--- config.mk ---
export PLATFORM = sky130hd
export DESIGN_NAME = csq_stop_ctrl
export DESIGN_NICKNAME = d
export VERILOG_FILES = /design/src/shared/csq_pkg.sv /design/src/verilog/csq_irq.sv /design/src/verilog/csq_fetch_dma.sv /design/src/verilog/csq_stop_ctrl.sv
export VERILOG_INCLUDE_DIRS = /design/src /design/src/shared
export SDC_FILE = /design/constraint.sdc
export NUM_CORES = 1
export LEC_CHECK = 0
export ABC_CLOCK_PERIOD_IN_PS = 5800
export BUFFER_PORTS_ARGS = -buffer_cell sky130_fd_sc_hd__buf_4
export CORE_MARGIN = 2
export CORE_UTILIZATION = 30
export CTS_CLUSTER_SIZE = 12
export DETAILED_ROUTE_END_ITERATION = 8
export GPL_TIMING_DRIVEN = 0
export PLACE_DENSITY_LB_ADDON = 0.1
export SYNTH_ARGS = -nofsm -noshare
export SYNTH_HDL_FRONTEND = slang
export SYNTH_SLANG_ARGS = --single-unit
--- constraint.sdc ---
create_clock -name aclk -period 5.8 [get_ports aclk]
set_input_delay 0.87 -clock aclk [delete_from_list [all_inputs] [get_ports aclk]]
set_output_delay 0.87 -clock aclk [all_outputs]
set_load 0.05 [all_outputs]
--- src/shared/csq_defines.svh ---
// Operation
// - STOP command: RUN, STOP one cycle, START.
// - soft reset pulse after all fetches done.
// - software stop or async halt via mode bits.
// - flags record STOP and async halt phases.
// - stop phase flag is write-one-to-clear.
// - interrupt raised when stop flag sets.
// - fetch active bit zero when fetches done.
// - always fetch sixteen 128-bit instructions.
// - group moves as two INCR16 64-bit bursts.
// - status reads always complete normally.
`ifndef CSQ_DEFINES_SVH
`define CSQ_DEFINES_SVH

// register byte offsets
`define CSQ_OFF_MODE 8'h00
`define CSQ_OFF_PROG_BASE 8'h04
`define CSQ_OFF_STATUS0 8'h08
`define CSQ_OFF_STATUS3 8'h0c
`define CSQ_OFF_IRQ_STATUS 8'h10
`define CSQ_OFF_IRQ_ENABLE 8'h14
`define CSQ_OFF_IRQ_CLEAR 8'h18
`define CSQ_OFF_WORK 8'h20

// decoded register selects
`define CSQ_SEL_NONE 4'h0
`define CSQ_SEL_MODE 4'h1
`define CSQ_SEL_PROG_BASE 4'h2
`define CSQ_SEL_STATUS0 4'h3
`define CSQ_SEL_STATUS3 4'h4
`define CSQ_SEL_IRQ_STATUS 4'h5
`define CSQ_SEL_IRQ_ENABLE 4'h6
`define CSQ_SEL_IRQ_CLEAR 4'h7
`define CSQ_SEL_WORK 4'h8

// mode control bits (write pulses, read as zero)
`define CSQ_MODE_RUN 0
`define CSQ_MODE_STOP 1
`define CSQ_MODE_AHALT 2

// status word 0 / interrupt bits
`define CSQ_ST0_STOP_SEEN 0
`define CSQ_ST0_AHALT_SEEN 1
`define CSQ_ST0_STATE_LSB 2

// status word 3 bits
`define CSQ_ST3_FETCH_ON 0
`define CSQ_ST3_SR_PEND 1
`define CSQ_ST3_COUNT_LSB 16

// reset values
`define CSQ_RST_PROG_BASE 32'h0000_0000
`define CSQ_RST_WORK 32'h0000_0000

// instruction fields and opcodes
`define CSQ_OP_LSB 124
`define CSQ_IDX_LSB 64
`define CSQ_OP_NOP 4'h0
`define CSQ_OP_WORK 4'h1
`define CSQ_OP_STOP 4'hf

// fetch shape
`define CSQ_BEAT_W 64
`define CSQ_BURST_LEN 16
`define CSQ_BURSTS 2
`define CSQ_GROUP_BYTES 32'h0000_0100

// axi responses
`define CSQ_RESP_OKAY 2'b00
`define CSQ_RESP_SLVERR 2'b10

`endif

--- src/shared/csq_pkg.sv ---
package csq_pkg;
   typedef enum logic [1:0] {
      CSQ_START = 2'b00,
      CSQ_RUN = 2'b01,
      CSQ_STOP = 2'b11,
      CSQ_AHALT = 2'b10
   } csq_state_e;

   typedef enum logic [1:0] {
      CSQ_DMA_IDLE = 2'b00,
      CSQ_DMA_REQ = 2'b01,
      CSQ_DMA_DATA = 2'b11
   } csq_dma_state_e;

   typedef logic [31:0] csq_word_t;
endpackage : csq_pkg

--- src/verilog/csq_irq.sv ---
`include "csq_defines.svh"
module csq_irq #(
   parameter int N = 2
) (
   input wire logic aclk,
   input wire logic aresetn,
   input wire logic ce,
   input wire logic [N-1:0] event_set,
   input wire logic clr_we,
   input wire logic [N-1:0] clr_bits,
   input wire logic en_we,
   input wire logic [N-1:0] en_bits,
   output logic [N-1:0] status,
   output logic [N-1:0] enable,
   output logic irq
);
   always_ff @(posedge aclk) begin
      if (!aresetn) begin
         status <= '0;
      end else if (ce) begin
         // a new event beats a clear in the same cycle
         status <= (status & ~(clr_we ? clr_bits : '0)) | event_set;
      end
   end

   always_ff @(posedge aclk) begin
      if (!aresetn) begin
         enable <= '0;
      end else if (ce && en_we) begin
         enable <= en_bits;
      end
   end

   assign irq = |(status & enable);
endmodule : csq_irq

--- src/verilog/csq_fetch_dma.sv ---
`include "csq_defines.svh"
module csq_fetch_dma #(
   parameter int BEAT_W = `CSQ_BEAT_W,
   parameter int BURST_LEN = `CSQ_BURST_LEN,
   parameter int BURSTS = `CSQ_BURSTS
) (
   input wire logic aclk,
   input wire logic aresetn,
   input wire logic ce,
   input wire logic start,
   input wire logic [31:0] base_addr,
   output logic busy,
   output logic mem_req,
   output logic [31:0] mem_addr,
   output logic [4:0] mem_len,
   input wire logic mem_gnt,
   input wire logic mem_rvalid,
   input wire logic [BEAT_W-1:0] mem_rdata,
   output logic instr_valid,
   output logic [2*BEAT_W-1:0] instr_data
);
   localparam int BT_W = $clog2(BURST_LEN);
   localparam int BU_W = $clog2(BURSTS + 1);
   localparam logic [31:0] BURST_BYTES = 32'(BURST_LEN * BEAT_W / 8);

   csq_pkg::csq_dma_state_e state;
   logic [BT_W-1:0] beat_cnt;
   logic [BU_W-1:0] burst_cnt;
   logic [BEAT_W-1:0] low_beat;

   assign busy = (state != csq_pkg::CSQ_DMA_IDLE);
   assign mem_len = 5'(BURST_LEN);

   // the whole group is always fetched, whatever the commands hold
   always_ff @(posedge aclk) begin
      if (!aresetn) begin
         state <= csq_pkg::CSQ_DMA_IDLE;
         mem_req <= 1'b0;
         mem_addr <= 32'h0000_0000;
         beat_cnt <= '0;
         burst_cnt <= '0;
      end else if (ce) begin
         case (state)
            csq_pkg::CSQ_DMA_IDLE: begin
               if (start) begin
                  mem_addr <= base_addr;
                  mem_req <= 1'b1;
                  beat_cnt <= '0;
                  burst_cnt <= '0;
                  state <= csq_pkg::CSQ_DMA_REQ;
               end
            end
            csq_pkg::CSQ_DMA_REQ: begin
               if (mem_gnt) begin
                  mem_req <= 1'b0;
                  state <= csq_pkg::CSQ_DMA_DATA;
               end
            end
            csq_pkg::CSQ_DMA_DATA: begin
               if (mem_rvalid) begin
                  beat_cnt <= beat_cnt + 1'b1;
                  if (beat_cnt == BT_W'(BURST_LEN - 1)) begin
                     if (burst_cnt == BU_W'(BURSTS - 1)) begin
                        state <= csq_pkg::CSQ_DMA_IDLE;
                     end else begin
                        burst_cnt <= burst_cnt + 1'b1;
                        mem_addr <= mem_addr + BURST_BYTES;
                        mem_req <= 1'b1;
                        state <= csq_pkg::CSQ_DMA_REQ;
                     end
                  end
               end
            end
            default: state <= csq_pkg::CSQ_DMA_IDLE;
         endcase
      end
   end

   // two beats, low half first, make one instruction
   always_ff @(posedge aclk) begin
      if (!aresetn) begin
         low_beat <= '0;
         instr_valid <= 1'b0;
         instr_data <= '0;
      end else if (ce) begin
         instr_valid <= 1'b0;
         if (state == csq_pkg::CSQ_DMA_DATA && mem_rvalid) begin
            if (!beat_cnt[0]) begin
               low_beat <= mem_rdata;
            end else begin
               instr_data <= {mem_rdata, low_beat};
               instr_valid <= 1'b1;
            end
         end
      end
   end
endmodule : csq_fetch_dma

--- src/verilog/csq_stop_ctrl.sv ---
// Decided for this implementation: the AXI4-Lite register port and the address map.
`include "csq_defines.svh"
module csq_stop_ctrl #(
   parameter int ADDR_W = 8,
   parameter int WORK_N = 4,
   parameter int BEAT_W = `CSQ_BEAT_W
) (
   input wire logic aclk,
   input wire logic aresetn,
   input wire logic ce,
   input wire logic [ADDR_W-1:0] awaddr,
   input wire logic [2:0] awprot,
   input wire logic awvalid,
   output logic awready,
   input wire logic [31:0] wdata,
   input wire logic [3:0] wstrb,
   input wire logic wvalid,
   output logic wready,
   output logic [1:0] bresp,
   output logic bvalid,
   input wire logic bready,
   input wire logic [ADDR_W-1:0] araddr,
   input wire logic [2:0] arprot,
   input wire logic arvalid,
   output logic arready,
   output logic [31:0] rdata,
   output logic [1:0] rresp,
   output logic rvalid,
   input wire logic rready,
   output logic mem_req,
   output logic [31:0] mem_addr,
   output logic [4:0] mem_len,
   input wire logic mem_gnt,
   input wire logic mem_rvalid,
   input wire logic [BEAT_W-1:0] mem_rdata,
   output logic irq,
   output logic soft_reset,
   output logic fetch_active
);
   localparam int WI_W = $clog2(WORK_N);
   localparam logic [ADDR_W-1:0] WORK_END =
      ADDR_W'(`CSQ_OFF_WORK + 4 * WORK_N);

   function automatic logic [31:0] strb_mask(input logic [3:0] s);
      strb_mask = {{8{s[3]}}, {8{s[2]}}, {8{s[1]}}, {8{s[0]}}};
   endfunction : strb_mask

   function automatic logic [3:0] decode(input logic [ADDR_W-1:0] a);
      if (a == ADDR_W'(`CSQ_OFF_MODE)) begin
         decode = `CSQ_SEL_MODE;
      end else if (a == ADDR_W'(`CSQ_OFF_PROG_BASE)) begin
         decode = `CSQ_SEL_PROG_BASE;
      end else if (a == ADDR_W'(`CSQ_OFF_STATUS0)) begin
         decode = `CSQ_SEL_STATUS0;
      end else if (a == ADDR_W'(`CSQ_OFF_STATUS3)) begin
         decode = `CSQ_SEL_STATUS3;
      end else if (a == ADDR_W'(`CSQ_OFF_IRQ_STATUS)) begin
         decode = `CSQ_SEL_IRQ_STATUS;
      end else if (a == ADDR_W'(`CSQ_OFF_IRQ_ENABLE)) begin
         decode = `CSQ_SEL_IRQ_ENABLE;
      end else if (a == ADDR_W'(`CSQ_OFF_IRQ_CLEAR)) begin
         decode = `CSQ_SEL_IRQ_CLEAR;
      end else if (a >= ADDR_W'(`CSQ_OFF_WORK) && a < WORK_END &&
                   a[1:0] == 2'b00) begin
         decode = `CSQ_SEL_WORK;
      end else begin
         decode = `CSQ_SEL_NONE;
      end
   endfunction : decode

   csq_pkg::csq_state_e state;
   csq_pkg::csq_state_e next_state;

   logic aw_held;
   logic w_held;
   logic [ADDR_W-1:0] aw_addr_q;
   logic [31:0] w_data_q;
   logic [3:0] w_strb_q;
   logic bvalid_q;
   logic rvalid_q;
   logic do_write;
   logic [3:0] wr_sel;
   logic [31:0] wmask;
   logic [31:0] wval;
   logic [3:0] rd_sel;
   logic [31:0] next_rdata;

   logic run_go;
   logic stop_req;
   logic ahalt_req;
   logic [31:0] prog_base;
   logic [31:0] fetch_addr;
   logic dma_start;
   logic dma_busy;
   logic next_dma_start;
   logic sr_pending;
   logic stop_seen;
   logic ahalt_seen;
   logic [1:0] st0_clr;
   logic [15:0] cmd_count;
   logic [31:0] work [WORK_N];

   logic instr_valid;
   logic [2*BEAT_W-1:0] instr_data;
   logic [3:0] opcode;
   logic exec_ok;
   logic stop_cmd;
   logic work_cmd;
   logic [WI_W-1:0] cmd_idx;

   logic [1:0] irq_status;
   logic [1:0] irq_enable;

   // ---- axi4-lite slave ----
   // readies drop with ce so that no handshake is taken while frozen
   assign awready = ce & ~aw_held & ~bvalid_q;
   assign wready = ce & ~w_held & ~bvalid_q;
   assign arready = ce & ~rvalid_q;
   assign bvalid = bvalid_q & ce;
   assign rvalid = rvalid_q & ce;
   assign do_write = aw_held & w_held & ~bvalid_q;
   assign wr_sel = decode(aw_addr_q);
   assign wmask = strb_mask(w_strb_q);
   assign wval = w_data_q & wmask;
   assign rd_sel = decode(araddr);

   always_ff @(posedge aclk) begin
      if (!aresetn) begin
         aw_held <= 1'b0;
         aw_addr_q <= '0;
      end else if (ce) begin
         if (awvalid && awready) begin
            aw_held <= 1'b1;
            aw_addr_q <= awaddr;
         end else if (do_write) begin
            aw_held <= 1'b0;
         end
      end
   end

   always_ff @(posedge aclk) begin
      if (!aresetn) begin
         w_held <= 1'b0;
         w_data_q <= 32'h0000_0000;
         w_strb_q <= 4'h0;
      end else if (ce) begin
         if (wvalid && wready) begin
            w_held <= 1'b1;
            w_data_q <= wdata;
            w_strb_q <= wstrb;
         end else if (do_write) begin
            w_held <= 1'b0;
         end
      end
   end

   // the response does not look at soft reset, so it always comes
   always_ff @(posedge aclk) begin
      if (!aresetn) begin
         bvalid_q <= 1'b0;
         bresp <= `CSQ_RESP_OKAY;
      end else if (ce) begin
         if (do_write) begin
            bvalid_q <= 1'b1;
            bresp <= (wr_sel == `CSQ_SEL_NONE) ?
                     `CSQ_RESP_SLVERR : `CSQ_RESP_OKAY;
         end else if (bready) begin
            bvalid_q <= 1'b0;
         end
      end
   end

   always_comb begin
      next_rdata = 32'h0000_0000;
      if (rd_sel == `CSQ_SEL_PROG_BASE) begin
         next_rdata = prog_base;
      end else if (rd_sel == `CSQ_SEL_STATUS0) begin
         next_rdata[`CSQ_ST0_STOP_SEEN] = stop_seen;
         next_rdata[`CSQ_ST0_AHALT_SEEN] = ahalt_seen;
         next_rdata[`CSQ_ST0_STATE_LSB +: 2] = state;
      end else if (rd_sel == `CSQ_SEL_STATUS3) begin
         next_rdata[`CSQ_ST3_FETCH_ON] = fetch_active;
         next_rdata[`CSQ_ST3_SR_PEND] = sr_pending;
         next_rdata[`CSQ_ST3_COUNT_LSB +: 16] = cmd_count;
      end else if (rd_sel == `CSQ_SEL_IRQ_STATUS) begin
         next_rdata[1:0] = irq_status;
      end else if (rd_sel == `CSQ_SEL_IRQ_ENABLE) begin
         next_rdata[1:0] = irq_enable;
      end else if (rd_sel == `CSQ_SEL_WORK) begin
         next_rdata = work[araddr[2 +: WI_W]];
      end
   end

   always_ff @(posedge aclk) begin
      if (!aresetn) begin
         rvalid_q <= 1'b0;
         rdata <= 32'h0000_0000;
         rresp <= `CSQ_RESP_OKAY;
      end else if (ce) begin
         if (arvalid && arready) begin
            rvalid_q <= 1'b1;
            rdata <= next_rdata;
            rresp <= (rd_sel == `CSQ_SEL_NONE) ?
                     `CSQ_RESP_SLVERR : `CSQ_RESP_OKAY;
         end else if (rready) begin
            rvalid_q <= 1'b0;
         end
      end
   end

   // ---- software control ----
   assign run_go = do_write && wr_sel == `CSQ_SEL_MODE &&
                   wval[`CSQ_MODE_RUN];
   assign stop_req = do_write && wr_sel == `CSQ_SEL_MODE &&
                     wval[`CSQ_MODE_STOP];
   assign ahalt_req = do_write && wr_sel == `CSQ_SEL_MODE &&
                      wval[`CSQ_MODE_AHALT];
   assign st0_clr = (do_write && wr_sel == `CSQ_SEL_STATUS0) ?
                    wval[1:0] : 2'b00;

   always_ff @(posedge aclk) begin
      if (!aresetn) begin
         prog_base <= `CSQ_RST_PROG_BASE;
      end else if (ce && do_write && wr_sel == `CSQ_SEL_PROG_BASE) begin
         prog_base <= (prog_base & ~wmask) | wval;
      end
   end

   // ---- command decode ----
   assign opcode = instr_data[`CSQ_OP_LSB +: 4];
   assign cmd_idx = instr_data[`CSQ_IDX_LSB +: WI_W];
   // commands after a stop or halt in the same group are dropped
   assign exec_ok = instr_valid && state == csq_pkg::CSQ_RUN &&
                    !stop_req && !ahalt_req;
   assign stop_cmd = exec_ok && opcode == `CSQ_OP_STOP;
   assign work_cmd = exec_ok && opcode == `CSQ_OP_WORK;

   // ---- sequencer state machine ----
   always_comb begin
      next_state = state;
      case (state)
         csq_pkg::CSQ_START: begin
            // no restart until the previous soft reset has fired
            if (run_go && !sr_pending && !soft_reset) begin
               next_state = csq_pkg::CSQ_RUN;
            end
         end
         csq_pkg::CSQ_RUN: begin
            if (ahalt_req) begin
               next_state = csq_pkg::CSQ_AHALT;
            end else if (stop_req || stop_cmd) begin
               next_state = csq_pkg::CSQ_STOP;
            end
         end
         csq_pkg::CSQ_STOP: next_state = csq_pkg::CSQ_START;
         csq_pkg::CSQ_AHALT: next_state = csq_pkg::CSQ_START;
         default: next_state = csq_pkg::CSQ_START;
      endcase
   end

   always_ff @(posedge aclk) begin
      if (!aresetn) begin
         state <= csq_pkg::CSQ_START;
      end else if (ce) begin
         state <= next_state;
      end
   end

   // ---- fetch launch ----
   assign next_dma_start =
      (state == csq_pkg::CSQ_START && next_state == csq_pkg::CSQ_RUN) ||
      (state == csq_pkg::CSQ_RUN && next_state == csq_pkg::CSQ_RUN &&
       !dma_busy && !dma_start);

   always_ff @(posedge aclk) begin
      if (!aresetn) begin
         dma_start <= 1'b0;
         fetch_addr <= 32'h0000_0000;
      end else if (ce) begin
         dma_start <= next_dma_start;
         if (next_dma_start) begin
            fetch_addr <= (state == csq_pkg::CSQ_START) ?
                          prog_base : fetch_addr + `CSQ_GROUP_BYTES;
         end
      end
   end

   assign fetch_active = dma_busy | dma_start;

   csq_fetch_dma #(
      .BEAT_W(BEAT_W),
      .BURST_LEN(`CSQ_BURST_LEN),
      .BURSTS(`CSQ_BURSTS)
   ) u_fetch (
      .aclk(aclk),
      .aresetn(aresetn),
      .ce(ce),
      .start(dma_start),
      .base_addr(fetch_addr),
      .busy(dma_busy),
      .mem_req(mem_req),
      .mem_addr(mem_addr),
      .mem_len(mem_len),
      .mem_gnt(mem_gnt),
      .mem_rvalid(mem_rvalid),
      .mem_rdata(mem_rdata),
      .instr_valid(instr_valid),
      .instr_data(instr_data)
   );

   // ---- soft reset ----
   // held back while any fetch is still in flight
   always_ff @(posedge aclk) begin
      if (!aresetn) begin
         sr_pending <= 1'b0;
         soft_reset <= 1'b0;
      end else if (ce) begin
         soft_reset <= 1'b0;
         if (state == csq_pkg::CSQ_STOP || state == csq_pkg::CSQ_AHALT) begin
            sr_pending <= 1'b1;
         end else if (sr_pending && !dma_busy && !dma_start) begin
            sr_pending <= 1'b0;
            soft_reset <= 1'b1;
         end
      end
   end

   // ---- phase flags ----
   always_ff @(posedge aclk) begin
      if (!aresetn) begin
         stop_seen <= 1'b0;
         ahalt_seen <= 1'b0;
      end else if (ce) begin
         stop_seen <= (stop_seen & ~st0_clr[`CSQ_ST0_STOP_SEEN]) |
                      (state == csq_pkg::CSQ_STOP);
         ahalt_seen <= (ahalt_seen & ~st0_clr[`CSQ_ST0_AHALT_SEEN]) |
                       (state == csq_pkg::CSQ_AHALT);
      end
   end

   csq_irq #(
      .N(2)
   ) u_irq (
      .aclk(aclk),
      .aresetn(aresetn),
      .ce(ce),
      .event_set({state == csq_pkg::CSQ_AHALT,
                  state == csq_pkg::CSQ_STOP}),
      .clr_we(do_write && wr_sel == `CSQ_SEL_IRQ_CLEAR),
      .clr_bits(wval[1:0]),
      .en_we(do_write && wr_sel == `CSQ_SEL_IRQ_ENABLE),
      .en_bits(wval[1:0]),
      .status(irq_status),
      .enable(irq_enable),
      .irq(irq)
   );

   // ---- executed command count ----
   always_ff @(posedge aclk) begin
      if (!aresetn) begin
         cmd_count <= 16'h0000;
      end else if (ce) begin
         if (soft_reset) begin
            cmd_count <= 16'h0000;
         end else if (exec_ok) begin
            cmd_count <= cmd_count + 16'h0001;
         end
      end
   end

   // ---- work registers ----
   // soft reset wins the data, but the bus access still completes
   for (genvar i = 0; i < WORK_N; i++) begin : g_work
      always_ff @(posedge aclk) begin
         if (!aresetn) begin
            work[i] <= `CSQ_RST_WORK;
         end else if (ce) begin
            if (soft_reset) begin
               work[i] <= `CSQ_RST_WORK;
            end else if (work_cmd && cmd_idx == WI_W'(i)) begin
               work[i] <= instr_data[31:0];
            end else if (do_write && wr_sel == `CSQ_SEL_WORK &&
                         aw_addr_q[2 +: WI_W] == WI_W'(i)) begin
               work[i] <= (work[i] & ~wmask) | wval;
            end
         end
      end
   end
endmodule : csq_stop_ctrl

==> impl_metrics.json <==
{
  "p_total_mw": 6.57,
  "rsz0062_at_grt": "false",
  "syn_avg_cell_area_sq_um": 8.79,
  "fin_crit_sh_pct": 65.3,
  "ctsHoldBuffers": 0,
  "ant_nets": 0,
  "fmax_mhz": 264,
  "end_kind": "register",
  "design.final.nets": 2533,
  "dp_hpwl_um": 56100,
  "layout_common_cells": "nand2_1, dfxtp_1, a21oi_1, o21ai_0, buf_4",
  "maxCapViolations": 0,
  "synth_top_area_share_pct": 29.9,
  "cellLeakagePower_nw": 7.66,
  "area_growth_pct": 20.7,
  "via_per_inst": 5.22,
  "maxSlewViolCount": 0,
  "ctsRootBufferMaster": "clkbuf_16",
  "ys_types": 85,
  "post_cts_buffers": 0,
  "worstMarginPinSlew_ns": 1.35,
  "path_class": "reg -> reg",
  "clk_pin_slew_ns": 0.06,
  "drive_above_1_share_pct": 13.8,
  "synth_edf_count": 128,
  "finalSetupViolCount": 0,
  "cts_buffer_depth": 3,
  "ir_drop_uv": 210,
  "hold_viol_final": 0,
  "dpl.cell_count": 3192,
  "grt_pass1_wl_um": 111000,
  "powerDensity_nw_per_um2": 286,
  "dieArea_sq_um": 65600,
  "synth-main-ff-cell": "dfxtp_1",
  "clkLatencyLatePin_ns": 0.61,
  "pin_count": 214,
  "stdcell_count": 3281,
  "cts_tree": "yes",
  "skew_ns": 0.0276,
  "gr-total-overflow": 0,
  "ys_top_cells_by_area": "dfxtp_1, edfxtp_1, nand2_1",
  "cts_buffers": 48,
  "async_flop_share_pct": 0,
  "synth_seq_cells": 413,
  "die_h_um": 256,
  "crit_arrival_ns": 4.12,
  "wire_per_inst_um": 22.7,
  "antenna_cells": 0,
  "syn_inst": 2169,
  "wl_um": 74600,
  "die-width_um": 256,
  "slew_headroom_pct": 9.88,
  "grt_start_max_net_pins": 22,
  "post-route-min-period_ns": 3.79,
  "final_common_cell": "nand2_1",
  "netlist_area_sq_um": 19100,
  "post_dp_cell_area_sq_um": 21400,
  "hold_path_class": "reg -> reg",
  "fin_area_sq_um": 23000,
  "critPathLaunchType": "register",
  "port-buffer-count": 171,
  "crit_fanout": 21,
  "outcome": "finished, final reports clean",
  "cts.sinks": 413,
  "drt_iter0_markers": 1520,
  "yosysWarnings": 0,
  "place_congestion": 0.933,
  "cts-resized-gates": 0,
  "core_sq_um": 63000,
  "antenna_found_initial": 0,
  "h-tree-depth": 2,
  "grt.total_usage_pct": 22.3,
  "worstPathRequired_ns": 6.13,
  "dr.pass1.iters": 6,
  "setup_tns_ns": 0,
  "drcViolationCount": 0,
  "n_fill_cell": 6555,
  "first_global_vias": 16888,
  "num_vias": 17124,
  "initial_core_util_pct": 30.3,
  "yosys.area.top_type": "dfxtp_1",
  "num_rows": 92,
  "yosysSeqAreaShare_pct": 50.1
}
[critical path, stage by stage (launching register included)]
cell,delay (ns)
dfxtp_1,0.29
buf_2,0.18
nand4b_4,0.21
nor4_2,0.36
nand3_1,0.25
nor2_1,0.27
or3b_1,0.39
clkbuf_1,0.63
nand3_2,0.54
buf_12,0.38
[path summary, 6_finish.rpt]
path | start | endpoint | slack [ns] | cells after the start
max reg2reg | state[1] | work[2][16] | 2.01 | 9
min | u_fetch.low_beat[15] | u_fetch.instr_data[15] | 0.43 | 2
min reg2reg | u_fetch.low_beat[15] | u_fetch.instr_data[15] | 0.43 | 2
max | state[1] | work[2][16] | 2.01 | 9
[routing by layer]
metal | vias to the layer above | track usage (%) | part of all wire, %
met5 | - | 0 | 0
met4 | 0 | 6.61 | 2.8
met3 | 113 | 3.42 | 6.0
li1 | 8183 | - | -
met1 | 8247 | 29.0 | 43
met2 | 581 | 38.3 | 48
[power breakdown]
| part | switching, mW | internal (mW) |
|---|---|---|
| logic | 0.300 | 0.152 |
| clock network | 1.27 | 1.76 |
| registers | 0.0460 | 3.03 |
| total | 1.62 | 4.95 |
[metrics by stage]
| step | util (%) | setup slack (ns) | hold slack, ns |
|---|---|---|---|
| 2_1_floorplan | - | 2.81 | 0.430 |
| 3_5_place_dp | 34.1 | 2.09 | 0.446 |
| 3_3_place_gp | 34.0 | 0.661 | 0.440 |
| 4_1_cts | 36.5 | 2.07 | 0.435 |
| 6_report | 36.5 | 2.01 | 0.434 |
| 5_1_grt | 36.5 | 1.85 | 0.466 |
[logic make-up after synthesis]
family,share of synthesized area (%)
AO/OA/AOI/OAI,18.0
other,0.0394
multiplexers,6.04
flip-flops,50.1
XOR/XNOR,0.551
AND/OR/NAND/NOR,20.6
buffers and inverters,4.28
adder cells (fa/ha/maj),0.328
[cell type report]
type	instances	area [sq um]	area share, %
Sequential cell	413	9550	41.5
Multi-Input combinational cell	1580	8720	37.9
Clock buffer	73	1370	5.94
Timing Repair Buffer	172	1300	5.67
Tap cell	846	1060	4.60
Buffer	166	759	3.30
Clock inverter	16	189	0.821
Inverter	15	56.3	0.245
[Yosys cell counts (11+ instances only)]
cell and count:
a211oi_1 11, a21oi_1 258, a221oi_1 28, a31oi_1 13
and2_1 11, and3_1 11, buf_2 13, buf_4 11
clkbuf_1 125, dfxtp_1 285, edfxtp_1 128, inv_1 13
mux2i_1 43, mux4_2 32, nand2_1 552, nand2b_1 15
nand3_1 73, nand4_1 18, nor2_1 105, nor3_1 26
o21a_1 21, o21ai_0 196, or3_1 12
(Power assumes the default switching activity.)
